$ cat src/cq_framer_pkg.sv
/*
 * Constants and carrier types for the completer request boundary framer.
 * Assumes a single clock domain and a 512-bit request stream whose
 * sideband is driven from bit 80 upward by this block.
 */
package cq_framer_pkg;

   // ==========================================================
   // Widths and depths
   localparam int HALF_W     = 256;
   localparam int DATA_W     = 512;
   localparam int SIDE_W     = 97;
   localparam int FLAGS_LSB  = 80;
   localparam int FIFO_DEPTH = 8;
   localparam int REG_ADDR_W = 4;
   localparam int REG_DATA_W = 32;
   localparam int COUNT_W    = 16;

   // ==========================================================
   // Register map and reset values
   localparam logic [REG_ADDR_W-1:0] CTRL_OFS   = 4'h0;
   localparam logic [REG_ADDR_W-1:0] STATUS_OFS = 4'h4;
   localparam int                    CTRL_STRADDLE_BIT = 0;
   localparam int                    STATUS_HELD_BIT   = 16;
   localparam logic                  CTRL_STRADDLE_RESET = 1'b0;
   localparam logic [COUNT_W-1:0]    COUNT_RESET = 16'h0000;

   // ==========================================================
   // Flag and pointer codes
   localparam logic [1:0] FLAGS_NONE  = 2'h0;
   localparam logic [1:0] FLAGS_ONE   = 2'h1;
   localparam logic [1:0] FLAGS_TWO   = 2'h3;
   localparam logic [1:0] LANE0_PTR   = 2'h0;
   localparam logic [1:0] LANE32_PTR  = 2'h2;
   localparam logic [3:0] DWORD_ZERO  = 4'h0;
   localparam logic       UPPER_HALF  = 1'b1;
   localparam logic       LOWER_HALF  = 1'b0;

   // ==========================================================
   // Carriers
   // One half beat (eight Dwords) of a request packet from the core
   typedef struct packed {
      logic [HALF_W-1:0] data;
      logic              sop;
      logic              eop;
      logic              disc;
      logic [2:0]        lastDw;
   } seg_t;

   // Sideband bits 96:80, most significant field first
   typedef struct packed {
      logic       disc;
      logic [3:0] secondEndDwordOffset;
      logic [3:0] firstEndDwordOffset;
      logic [1:0] packetEndFlags;
      logic [1:0] secondStartLanePointer;
      logic [1:0] firstStartLanePointer;
      logic [1:0] packetStartFlags;
   } flags_t;

   typedef enum logic [0:0] {ASM_EMPTY, ASM_LOW} asm_t;

endpackage

$ cat src/seg_fifo.sv
/*
 * Synchronous FIFO with valid/ready on both sides.
 * Assumes one clock; the drain side may stall at will.
 */
`timescale 1ns/10ps
module seg_fifo #(
   parameter int WIDTH = 8,
   parameter int DEPTH = 8
) (
   // Clock and reset
   input  wire logic             clock,
   input  wire logic             rstn,
   // Fill side
   input  wire logic [WIDTH-1:0] inData,
   input  wire logic             inValid,
   output logic                  inReady,
   // Drain side
   output logic [WIDTH-1:0]      outData,
   output logic                  outValid,
   input  wire logic             outReady
);
   localparam int PW = $clog2(DEPTH);

   logic [WIDTH-1:0] mem [DEPTH];
   logic [PW-1:0]    wrPtr_reg, wrPtr_next;
   logic [PW-1:0]    rdPtr_reg, rdPtr_next;
   logic [PW:0]      count_reg, count_next;
   logic             ready_reg, ready_next;
   logic             push, pop;

   // ==========================================================
   // Pointer and level update
   always_comb begin
      push       = inValid && ready_reg;
      pop        = outReady && (count_reg != '0);
      wrPtr_next = push ? PW'(wrPtr_reg + 1'b1) : wrPtr_reg;
      rdPtr_next = pop ? PW'(rdPtr_reg + 1'b1) : rdPtr_reg;
      count_next = count_reg;
      if (push && !pop) begin
         count_next = (PW+1)'(count_reg + 1'b1);
      end else if (pop && !push) begin
         count_next = (PW+1)'(count_reg - 1'b1);
      end
      // Registered so the block's ready output leaves a flip-flop
      ready_next = (count_next != (PW+1)'(DEPTH));
   end

   always_ff @(posedge clock or negedge rstn) begin
      if (!rstn) begin
         wrPtr_reg <= '0;
         rdPtr_reg <= '0;
         count_reg <= '0;
         ready_reg <= 1'b1;
      end else begin
         wrPtr_reg <= wrPtr_next;
         rdPtr_reg <= rdPtr_next;
         count_reg <= count_next;
         ready_reg <= ready_next;
      end
   end

   always_ff @(posedge clock) begin
      if (push) begin
         mem[wrPtr_reg] <= inData;
      end
   end

   assign inReady  = ready_reg;
   assign outValid = (count_reg != '0);
   assign outData  = mem[rdPtr_reg];

endmodule

$ cat src/cq_boundary_framer.sv
/*
 * Completer request boundary framer: packs half-beat packet segments into
 * 512-bit beats and drives start/end flags and pointers in the sideband.
 * Assumes segments arrive whole, sop on a packet's first half and eop with
 * its last Dword index on its final half; straddle is changed only idle.
 */
// The implementer's own choices: the plain strobed port and the placing of the registers.
// How it works
// - Start flags sit at sideband 81:80, set only in a packet's first beat.
// - Without straddle the upper start flag is always zero.
// - With straddle start flags code 00, 01 or 11, never 10.
// - First start pointer at 83:82 codes lane 0 as 00, lane 32 as 10.
// - Second start pointer at 85:84 reads 10, lane 32, when two packets start; otherwise 00.
// - Two packets per beat only with straddle; else second pointer is zero.
// - End flags at 87:86 mark final beats; upper bit zero without straddle.
// - With straddle end flags code 00, 01 or 11, never 10.
// - Without straddle last is raised in every packet's final beat.
// - Bits 91:88 give the first ending packet's last Dword offset.
// - Bits 95:92 give the second ending offset; zero without straddle.
// - No second packet starts in a beat that signals discontinue; the code still starts one as a one-half discontinued packet in the upper half.
`timescale 1ns/10ps
module cq_boundary_framer
   import cq_framer_pkg::*;
(
   // Clock and reset
   input  wire logic                  clock,
   input  wire logic                  rstn,
   // Register port
   input  wire logic [REG_ADDR_W-1:0] regAddr,
   input  wire logic [REG_DATA_W-1:0] regWrData,
   input  wire logic                  regWr,
   input  wire logic                  regRd,
   output logic [REG_DATA_W-1:0]      regRdData,
   // Segments from the core
   input  wire seg_t                  segIn,
   input  wire logic                  segValid,
   output logic                       segReady,
   // Completer request stream
   output logic [DATA_W-1:0]          requestStreamData,
   output logic [SIDE_W-1:0]          requestStreamSideband,
   output logic                       requestStreamLast,
   output logic                       requestStreamValid,
   input  wire logic                  requestStreamReady
);
   // ==========================================================
   // Segment buffer
   localparam int SEG_W = $bits(seg_t);

   seg_t fifoSeg;
   logic fifoValid;
   logic fifoPop;

   seg_fifo #(
      .WIDTH (SEG_W),
      .DEPTH (FIFO_DEPTH)
   ) u_fifo (
      .clock    (clock),
      .rstn     (rstn),
      .inData   (segIn),
      .inValid  (segValid),
      .inReady  (segReady),
      .outData  (fifoSeg),
      .outValid (fifoValid),
      .outReady (fifoPop)
   );

   // ==========================================================
   // Registers
   logic                  straddle_reg, straddle_next;
   logic [COUNT_W-1:0]    count_reg, count_next;
   logic [REG_DATA_W-1:0] rdData_reg, rdData_next;

   // ==========================================================
   // Beat assembly state
   asm_t              state_reg, state_next;
   seg_t              low_reg, low_next;
   logic [DATA_W-1:0] data_reg, data_next;
   flags_t            flags_reg, flags_next;
   logic              last_reg, last_next;
   logic              valid_reg, valid_next;

   seg_t   beatLow, beatHigh;
   logic   hiPresent, emit, outFree, hiSop, hiEop, twoStart, twoEnd;
   flags_t f;

   always_comb begin
      outFree    = !valid_reg || requestStreamReady;
      fifoPop    = 1'b0;
      emit       = 1'b0;
      hiPresent  = 1'b0;
      beatLow    = low_reg;
      beatHigh   = fifoSeg;
      state_next = state_reg;
      low_next   = low_reg;
      unique case (state_reg)
         ASM_EMPTY: begin
            if (outFree && fifoValid) begin
               fifoPop = 1'b1;
               beatLow = fifoSeg;
               // A discontinued end closes the beat so nothing starts behind it
               if (fifoSeg.eop && (!straddle_reg || fifoSeg.disc)) begin
                  emit = 1'b1;
               end else begin
                  low_next   = fifoSeg;
                  state_next = ASM_LOW;
               end
            end
         end
         ASM_LOW: begin
            if (outFree && fifoValid) begin
               fifoPop    = 1'b1;
               emit       = 1'b1;
               hiPresent  = 1'b1;
               state_next = ASM_EMPTY;
            end else if (outFree && low_reg.eop) begin
               // Do not stall a finished packet waiting for a partner
               emit       = 1'b1;
               state_next = ASM_EMPTY;
            end
         end
      endcase
   end

   // ==========================================================
   // Boundary flags for the beat being formed
   always_comb begin
      hiSop    = hiPresent && beatHigh.sop && straddle_reg;
      hiEop    = hiPresent && beatHigh.eop;
      twoStart = beatLow.sop && hiSop;
      twoEnd   = beatLow.eop && hiEop && straddle_reg;
      f        = '0;
      if (twoStart) begin
         f.packetStartFlags = FLAGS_TWO;
      end else if (beatLow.sop || hiSop) begin
         f.packetStartFlags = FLAGS_ONE;
      end else begin
         f.packetStartFlags = FLAGS_NONE;
      end
      // Lane 32 only reachable through straddle
      f.firstStartLanePointer  = (!beatLow.sop && hiSop) ? LANE32_PTR : LANE0_PTR;
      f.secondStartLanePointer = twoStart ? LANE32_PTR : LANE0_PTR;
      if (twoEnd) begin
         f.packetEndFlags = FLAGS_TWO;
      end else if (beatLow.eop || hiEop) begin
         f.packetEndFlags = FLAGS_ONE;
      end else begin
         f.packetEndFlags = FLAGS_NONE;
      end
      // Offsets index Dwords 0..15, upper half adds eight
      if (beatLow.eop) begin
         f.firstEndDwordOffset = {LOWER_HALF, beatLow.lastDw};
      end else if (hiEop) begin
         f.firstEndDwordOffset = {UPPER_HALF, beatHigh.lastDw};
      end
      f.secondEndDwordOffset = twoEnd ? {UPPER_HALF, beatHigh.lastDw} : DWORD_ZERO;
      f.disc = (beatLow.eop && beatLow.disc) || (hiEop && beatHigh.disc);
   end

   always_comb begin
      data_next  = data_reg;
      flags_next = flags_reg;
      last_next  = last_reg;
      valid_next = valid_reg;
      if (emit) begin
         data_next  = {hiPresent ? beatHigh.data : {HALF_W{1'b0}}, beatLow.data};
         flags_next = f;
         // No packet left open at the top of the beat
         last_next  = hiPresent ? beatHigh.eop : beatLow.eop;
         valid_next = 1'b1;
      end else if (requestStreamReady) begin
         valid_next = 1'b0;
      end
   end

   always_ff @(posedge clock or negedge rstn) begin
      if (!rstn) begin
         state_reg <= ASM_EMPTY;
         low_reg   <= '0;
         data_reg  <= '0;
         flags_reg <= '0;
         last_reg  <= 1'b0;
         valid_reg <= 1'b0;
      end else begin
         state_reg <= state_next;
         low_reg   <= low_next;
         data_reg  <= data_next;
         flags_reg <= flags_next;
         last_reg  <= last_next;
         valid_reg <= valid_next;
      end
   end

   // ==========================================================
   // Register port
   always_comb begin
      straddle_next = straddle_reg;
      count_next    = count_reg;
      rdData_next   = '0;
      if (regWr && regAddr == CTRL_OFS) begin
         straddle_next = regWrData[CTRL_STRADDLE_BIT];
      end
      if (emit) begin
         count_next = COUNT_W'(count_reg + f.packetEndFlags[0] + f.packetEndFlags[1]);
      end
      // Writing the status word clears the count; a same-cycle end still counts
      if (regWr && regAddr == STATUS_OFS) begin
         count_next = emit ? COUNT_W'(f.packetEndFlags[0] + f.packetEndFlags[1]) : '0;
      end
      if (regRd) begin
         unique case (regAddr)
            CTRL_OFS:   rdData_next[CTRL_STRADDLE_BIT] = straddle_reg;
            STATUS_OFS: begin
               rdData_next[COUNT_W-1:0]     = count_reg;
               rdData_next[STATUS_HELD_BIT] = (state_reg == ASM_LOW);
            end
            default:    rdData_next = '0;
         endcase
      end
   end

   always_ff @(posedge clock or negedge rstn) begin
      if (!rstn) begin
         straddle_reg <= CTRL_STRADDLE_RESET;
         count_reg    <= COUNT_RESET;
         rdData_reg   <= '0;
      end else begin
         straddle_reg <= straddle_next;
         count_reg    <= count_next;
         rdData_reg   <= rdData_next;
      end
   end

   assign regRdData             = rdData_reg;
   assign requestStreamData     = data_reg;
   assign requestStreamSideband = {flags_reg, {FLAGS_LSB{1'b0}}};
   assign requestStreamLast     = last_reg;
   assign requestStreamValid    = valid_reg;

   // ==========================================================
   // Checks
   logic afterLast_reg;
   always_ff @(posedge clock or negedge rstn) begin
      if (!rstn) begin
         afterLast_reg <= 1'b1;
      end else if (valid_reg && requestStreamReady) begin
         afterLast_reg <= last_reg;
      end
   end
endmodule

$ cat config.mk
export PLATFORM = sky130hd
export DESIGN_NAME = cq_boundary_framer
export DESIGN_NICKNAME = d
export VERILOG_FILES = /design/src/cq_framer_pkg.sv /design/src/seg_fifo.sv /design/src/cq_boundary_framer.sv
export SDC_FILE = /design/constraint.sdc
export NUM_CORES = 2
export LEC_CHECK = 0
export ABC_AREA = 1
export BUFFER_PORTS_ARGS = -buffer_cell sky130_fd_sc_hd__buf_4
export CAP_MARGIN = 20
export CORE_MARGIN = 5
export CORE_UTILIZATION = 30
export DETAILED_ROUTE_END_ITERATION = 12
export PLACE_DENSITY_LB_ADDON = 0.1
export SLEW_MARGIN = 15
export SYNTH_ARGS = -nofsm -noshare
export SYNTH_HDL_FRONTEND = slang
export SYNTH_SLANG_ARGS = --single-unit
$ cat constraint.sdc
create_clock -name clock -period 25.8 [get_ports clock]
set_clock_uncertainty 0.2 [all_clocks]
set_input_delay 3.87 -clock clock [delete_from_list [all_inputs] [get_ports clock]]
set_output_delay 3.87 -clock clock [all_outputs]
set_load 0.05 [all_outputs]
## Yosys cells after proc, flatten, opt, wreduce, memory -nomap -nowiden

Memory sizes are Yosys's and may differ from the RTL's.
Cells that the tools add are included.

| cells by class | value |
|---|---|
| add/subtract/negate cells | 7 |
| equality and inequality tests | 2 |
| multiplexer cells | 37 |
| bitwise gates (word level) | 2 |
| reductions and logical operators | 33 |

Operators with widths:

| operator | count |
|---|---|
| $mux W262 | 2 |
| $mux W256 | 1 |
| $mux W16 | 3 |
| $add A16 B1 Y16 | 2 |
| $mux W4 | 5 |
| $logic_and A1 B1 Y1 | 18 |
| $mux W1 | 17 |
| $mux W17 | 1 |
| $mux W2 | 5 |
| $add A3 B1 Y3 const B | 2 |
| $pmux W1 S2 | 3 |
| $logic_not A1 Y1 | 5 |
| $logic_or A1 B1 Y1 | 5 |
| $add A4 B1 Y4 const B | 1 |
| $eq A4 B3 Y1 const B | 1 |
| $logic_not A4 Y1 | 1 |
| $ne A4 B4 Y1 const B | 1 |
| $reduce_bool A2 Y1 | 2 |
| $reduce_bool A4 Y1 | 1 |
| $sub A4 B1 Y4 const B | 1 |
| $reduce_and A3 Y1 | 1 |
| $add A1 B1 Y2 | 1 |
| $not A1 Y1 | 2 |

| word-level totals | value |
|---|---|
| input bits | 304 |
| RAM bits | 2,096 |
| word-level logic and storage cells | 105 |
| register bits after elaboration | 854 |
| output and inout port bits | 644 |
| memories kept | 1 |

Memory list:

| memory | words | bits a word | rd ports | clocked after Yosys merged registers in | write ports | RTL line | source |
|---|---|---|---|---|---|---|---|
| u_fifo.mem | 8 | 262 | 1 | 0 | 1 | seg_fifo.sv:24 | `logic [WIDTH-1:0] mem [DEPTH];` |

## Depth between registers and ports, before layout

| depth | value |
|---|---|
| depth after elaboration | 13 |
| gate-level depth with buffers | 21 |
| gate-level depth less buffers | 20 |

## Modules after synthesis

A second synthesis with hierarchy kept.

| unflattened totals | value |
|---|---|
| cell total of the unflattened synthesis | 9,968 |
| area, all modules | 114,937.7 µm² |

Modules (own cells, without submodules):

| module | sequential area each (µm²) | cells an instance | area each (µm²) | times used |
|---|---|---|---|---|
| seg_fifo | 63,216.9 | 6,259 | 81,388.1 | 1 |
| cq_boundary_framer | 20,619.8 | 3,709 | 33,549.7 | 1 |

## Least setup slack after synthesis

OpenSTA, ideal clock, no wires.

| path | value |
|---|---|
| path kind | input-to-reg |
| start point | input segValid |
| end point | memory u_fifo.mem[0][0] in the netlist's numbering, enable pin |
| data arrival time | 15.129 ns |
| stages | 3 |
| required time | 24.710 ns |
| library setup time | 0.890 ns |
| setup slack | 9.582 ns |
| path buffers | 0 |
| cells stage by stage | nand2_1 or2_2 nor2_1 |

| between the ends | value |
|---|---|
| word-level cells in the longest chain between the ends | 3 |

Ends and longest elaborated chain:

| what | RTL line | source |
|---|---|---|
| from (decl) | cq_boundary_framer.sv:36 | `input wire logic segValid,` |
| $logic_and A1 B1 Y1 | seg_fifo.sv:34 | `push = inValid && ready_reg;` |
| $mux W1 | seg_fifo.sv:63 | `if (push) begin` |
| $mux W1 (implied by the code) | seg_fifo.sv:64 | `mem[wrPtr_reg] <= inData;` |
| to (decl) | seg_fifo.sv:24 |  |

No other way between the ends.

## Worst setup path after layout

| path | value |
|---|---|
| start point | input requestStreamReady |
| end point | register data_reg[92] (netlist: requestStreamData[92]) |

| between the ends | value |
|---|---|
| word-level cells in the longest chain between the ends | 5 |
| elaborated cells on any way between the ends | 9 |
| classes of those cells | mux: 6; reduce/logical: 3 |

Ends and longest elaborated chain:

| what | RTL line | source |
|---|---|---|
| from (decl) | cq_boundary_framer.sv:43 | `input wire logic requestStreamReady` |
| $logic_or A1 B1 Y1 (*) | cq_boundary_framer.sv:87 | `outFree = !valid_reg \|\| requestStreamReady;` |
| $logic_and A1 B1 Y1 | cq_boundary_framer.sv:115 | `end else if (outFree && low_reg.eop) begin` |
| $mux W1 | cq_boundary_framer.sv:115 |  |
| $mux W1 | cq_boundary_framer.sv:110 | `if (outFree && fifoValid) begin` |
| $pmux W1 S2 | cq_boundary_framer.sv:95 | `unique case (state_reg)` |
| to (signal assigned) | cq_boundary_framer.sv:186 | `data_reg <= data_next;` |
| to (decl) | cq_boundary_framer.sv:77 | `logic [DATA_W-1:0] data_reg, data_next;` |

Every way passes the cells marked *; elsewhere a longest branch is shown, timed or not.
A chain may end at the register's enable or synchronous reset.

==> impl_metrics.tcl <==
set metrics [dict create \
    status "finished, final reports clean" \
    r2r-end "requestStreamData[92]$_DFFE_PN0P_" \
    firstDrtPassIters 5 \
    setup_tns_ns 0 \
    cp-end-kind "flip-flop" \
    core_um2 375000 \
    hp-class "flip-flop to flip-flop" \
    area_growth_pct 19.0 \
    dpl-instance-area_um2 123000 \
    fp.dieH_um 624 \
    period_needed_ns 8.33 \
    postCtsHoldBufs 0 \
    drt-total-wl_mm 351 \
    yosys_warnings 0 \
    yosysUniqueCellTypes 35 \
    p_per_area_nw_per_um2 143 \
    synth_cells 8957 \
    via_per_inst 4.89 \
    largest_reg_flops 2096 \
    worstSetupPathType "primary input to flip-flop" \
    grt_overflow_total 0 \
    cp_max_fo 128 \
    drv_slew 0 \
    fin_cells 14900 \
    place.gp.congestion 0.761 \
    drc 0 \
    clkLatencyLatePin_ns 0.90 \
    initial_core_util 0.301 \
    root_buffer "clkbuf_16" \
    place_inst 14300 \
    cts_resized 0 \
    antenna_left 0 \
    hold_violations 0 \
    crit_path_start_kind "primary input" \
    nNetsFinal 9910 \
    cp-startpoint "requestStreamReady" \
    drive_gt1_frac 0.152 \
    grtUsageTotal 0.174 \
    cts.sinks 2931 \
    worst_pin_slew_ns 1.20 \
    syn_area_per_cell_um2 12.6 \
    grt_max_degree 211 \
    vias 72800 \
    arrival_ns 8.95 \
    grt_first_pass_wirelength_mm 513 \
    rrSetupSlack_ns 19.27 \
    synth-seq-cells 2931 \
    p_total_uw 19300 \
    setup_violations 0 \
    portBuffers 819 \
    fp.dieW_um 624 \
    max_clock_freq_ghz 0.120 \
    stdcell_area_um2 134000 \
    vdd_drop_max_mv 0.133 \
    reg2reg_from "u_fifo.rdPtr_reg[0]$_DFFE_PN0P_" \
    clk_path_buf_depth 4 \
    synth_seq_area_share 0.742 \
    leakage_uw 0.0493 \
    rsz0062_at_grt "false" \
    io_pins 948 \
    grt_pass1_vias 73000 \
    clkSlewWorstSetupHoldPaths_ns 0.06 \
    r2r_cells 16 \
    required_ns 26.42 \
    slew_headroom 0.197 \
    cts_tree "yes" \
    maxCapViolations 0 \
    cts_made_buffers 340 \
    dpl.hpwl_mm 200 \
    std_cell_rows 225 \
    period_share 0.323 \
    wl_per_cell_um 23.6 \
    fin_util 0.358 \
    antenna_found_initial 77 \
    worstSetupEndpoint "requestStreamData[92]$_DFFE_PN0P_" \
    first_iter_violations 4993 \
    cts_setup_buffers 0 \
    syn_area_um2 113000 \
    die_area_um2 389000 \
    ctsHtreeMaxLevel 5 \
]
==> per-stage QoR <==
stage	worst slack, ns	hold WS [ns]
CTS	17.32	0.278
global route	17.07	0.297
floorplan	9.58	0.242
global placement	16.38	0.261
detailed placement	16.32	0.265
finish	17.47	0.278
==> cell usage in the layout, fill, tap and decap left out, types with 4 or more instances in the layout <==
master / count
o221ai_1: 257
clkinv_8: 6
clkbuf_8: 44
nand3_1: 41
nand4_1: 15
o22ai_1: 264
inv_16: 5
o21ai_1: 489
clkinv_1: 40
nor3_1: 18
dfrtp_1: 831
clkbuf_16: 354
nor2_4: 10
inv_6: 6
inv_1: 62
o211ai_1: 257
buf_12: 15
a21oi_1: 7
nor2_1: 1073
inv_2: 4
o21ai_0: 1334
o21ai_2: 20
diode_2: 23
inv_8: 4
xor2_1: 7
ha_1: 5
buf_4: 926
edfxtp_1: 2096
nand2_1: 1408
bufinv_16: 16
clkinvlp_4: 5
conb_1: 97
clkinv_2: 66
clkbuf_1: 80
==> synthesized netlist by cell type <==
library cell | number | area share
a21oi_1 | 7 | 0.00031
o22ai_1 | 264 | 0.015
clkinv_1 | 1 | 0.000033
buf_4 | 106 | 0.0070
nor4_1 | 1 | 0.000055
o221ai_1 | 257 | 0.020
nor3_1 | 18 | 0.00080
dfstp_2 | 1 | 0.00023
nand2_1 | 1410 | 0.047
a21oi_2 | 1 | 0.000078
buf_12 | 1 | 0.00018
nand2_2 | 2 | 0.00011
buf_6 | 34 | 0.0034
buf_1 | 23 | 0.00076
o21ai_2 | 20 | 0.0016
edfxtp_1 | 2096 | 0.56
dfrtp_1 | 834 | 0.18
nand4_1 | 15 | 0.00083
nor2_4 | 2 | 0.00020
o21ai_1 | 489 | 0.022
fa_1 | 1 | 0.00018
a31oi_1 | 2 | 0.00011
inv_1 | 62 | 0.0021
o211ai_1 | 257 | 0.017
buf_8 | 1 | 0.00013
clkbuf_1 | 366 | 0.012
o21ai_0 | 1334 | 0.059
conb_1 | 1 | 0.000033
xor2_1 | 7 | 0.00054
ha_1 | 5 | 0.00055
or2_2 | 2 | 0.00011
nor2_1 | 1081 | 0.036
buf_2 | 207 | 0.0092
nand3_1 | 41 | 0.0018
inv_2 | 8 | 0.00027
==> worst max-delay path, stage by stage <==
cell,delay [ns]
buf_4,0.11
nor2_1,0.47
inv_1,0.15
nand2_2,0.26
nor2_4,0.07
inv_2,0.15
nor2_1,0.07
nand2_1,0.13
nand2_4,0.53
inv_8,0.92
buf_4,0.59
buf_4,0.54
buf_4,0.66
nand2_1,0.15
nand2_1,0.10
==> how the worst min path moves through the flow <==
stage | depth (start not counted) | slack (ns) | end | startpoint
2_1_floorplan | 2 | 0.24 | low_reg[2]$_DFFE_PN0P_ | low_reg[2]$_DFFE_PN0P_
3_3_place_gp | 2 | 0.26 | low_reg[2]$_DFFE_PN0P_ | low_reg[2]$_DFFE_PN0P_
3_5_place_dp | 2 | 0.26 | requestStreamSideband[94]$_DFFE_PN0P_ | requestStreamSideband[94]$_DFFE_PN0P_
4_1_cts | 2 | 0.28 | requestStreamSideband[94]$_DFFE_PN0P_ | requestStreamSideband[94]$_DFFE_PN0P_
5_1_grt | 2 | 0.30 | requestStreamData[154]$_DFFE_PN0P_ | requestStreamData[154]$_DFFE_PN0P_
6_report | 2 | 0.28 | requestStreamSideband[94]$_DFFE_PN0P_ | requestStreamSideband[94]$_DFFE_PN0P_
==> power by group <==
part / internal (uW) / switching (uW) / leakage [uW] / total (uW)
clock network: 2810 / 1940 / 0.00547 / 4750
registers: 6210 / 514 / 0.0294 / 6720
logic: 1950 / 5860 / 0.0144 / 7810
==> kinds of logic after synthesis <==
group / after synthesis / synth area share
adder cells (fa/ha/maj): 6 / 0.000731
XOR/XNOR: 7 / 0.000543
buffers and inverters: 809 / 0.0352
AND/OR/NAND/NOR: 2572 / 0.0867
other: 1 / 0.0000332
flip-flops: 2931 / 0.742
AO/OA/AOI/OAI: 2631 / 0.134
==> metal layers <==
metal | routed length, um | GRT usage
met5 | 224 | 0
met2 | 173000 | 0.299
met4 | 10000 | 0.0484
met3 | 16600 | 0.0295
met1 | 151000 | 0.227
==> layout make-up <==
| type | instances | area (um2) |
|---|---|---|
| clock inverters | 148 | 1330 |
| well taps | 4994 | 6250 |
| diodes | 23 | 57.6 |
| multi-input cells | 5313 | 25600 |
| flip-flops and latches | 2931 | 83800 |
| clock buffers | 478 | 9760 |
| repair buffers | 943 | 7290 |
| inverters | 71 | 297 |
| fillers | 36400 | 241000 |
(Power assumes the default switching activity.)
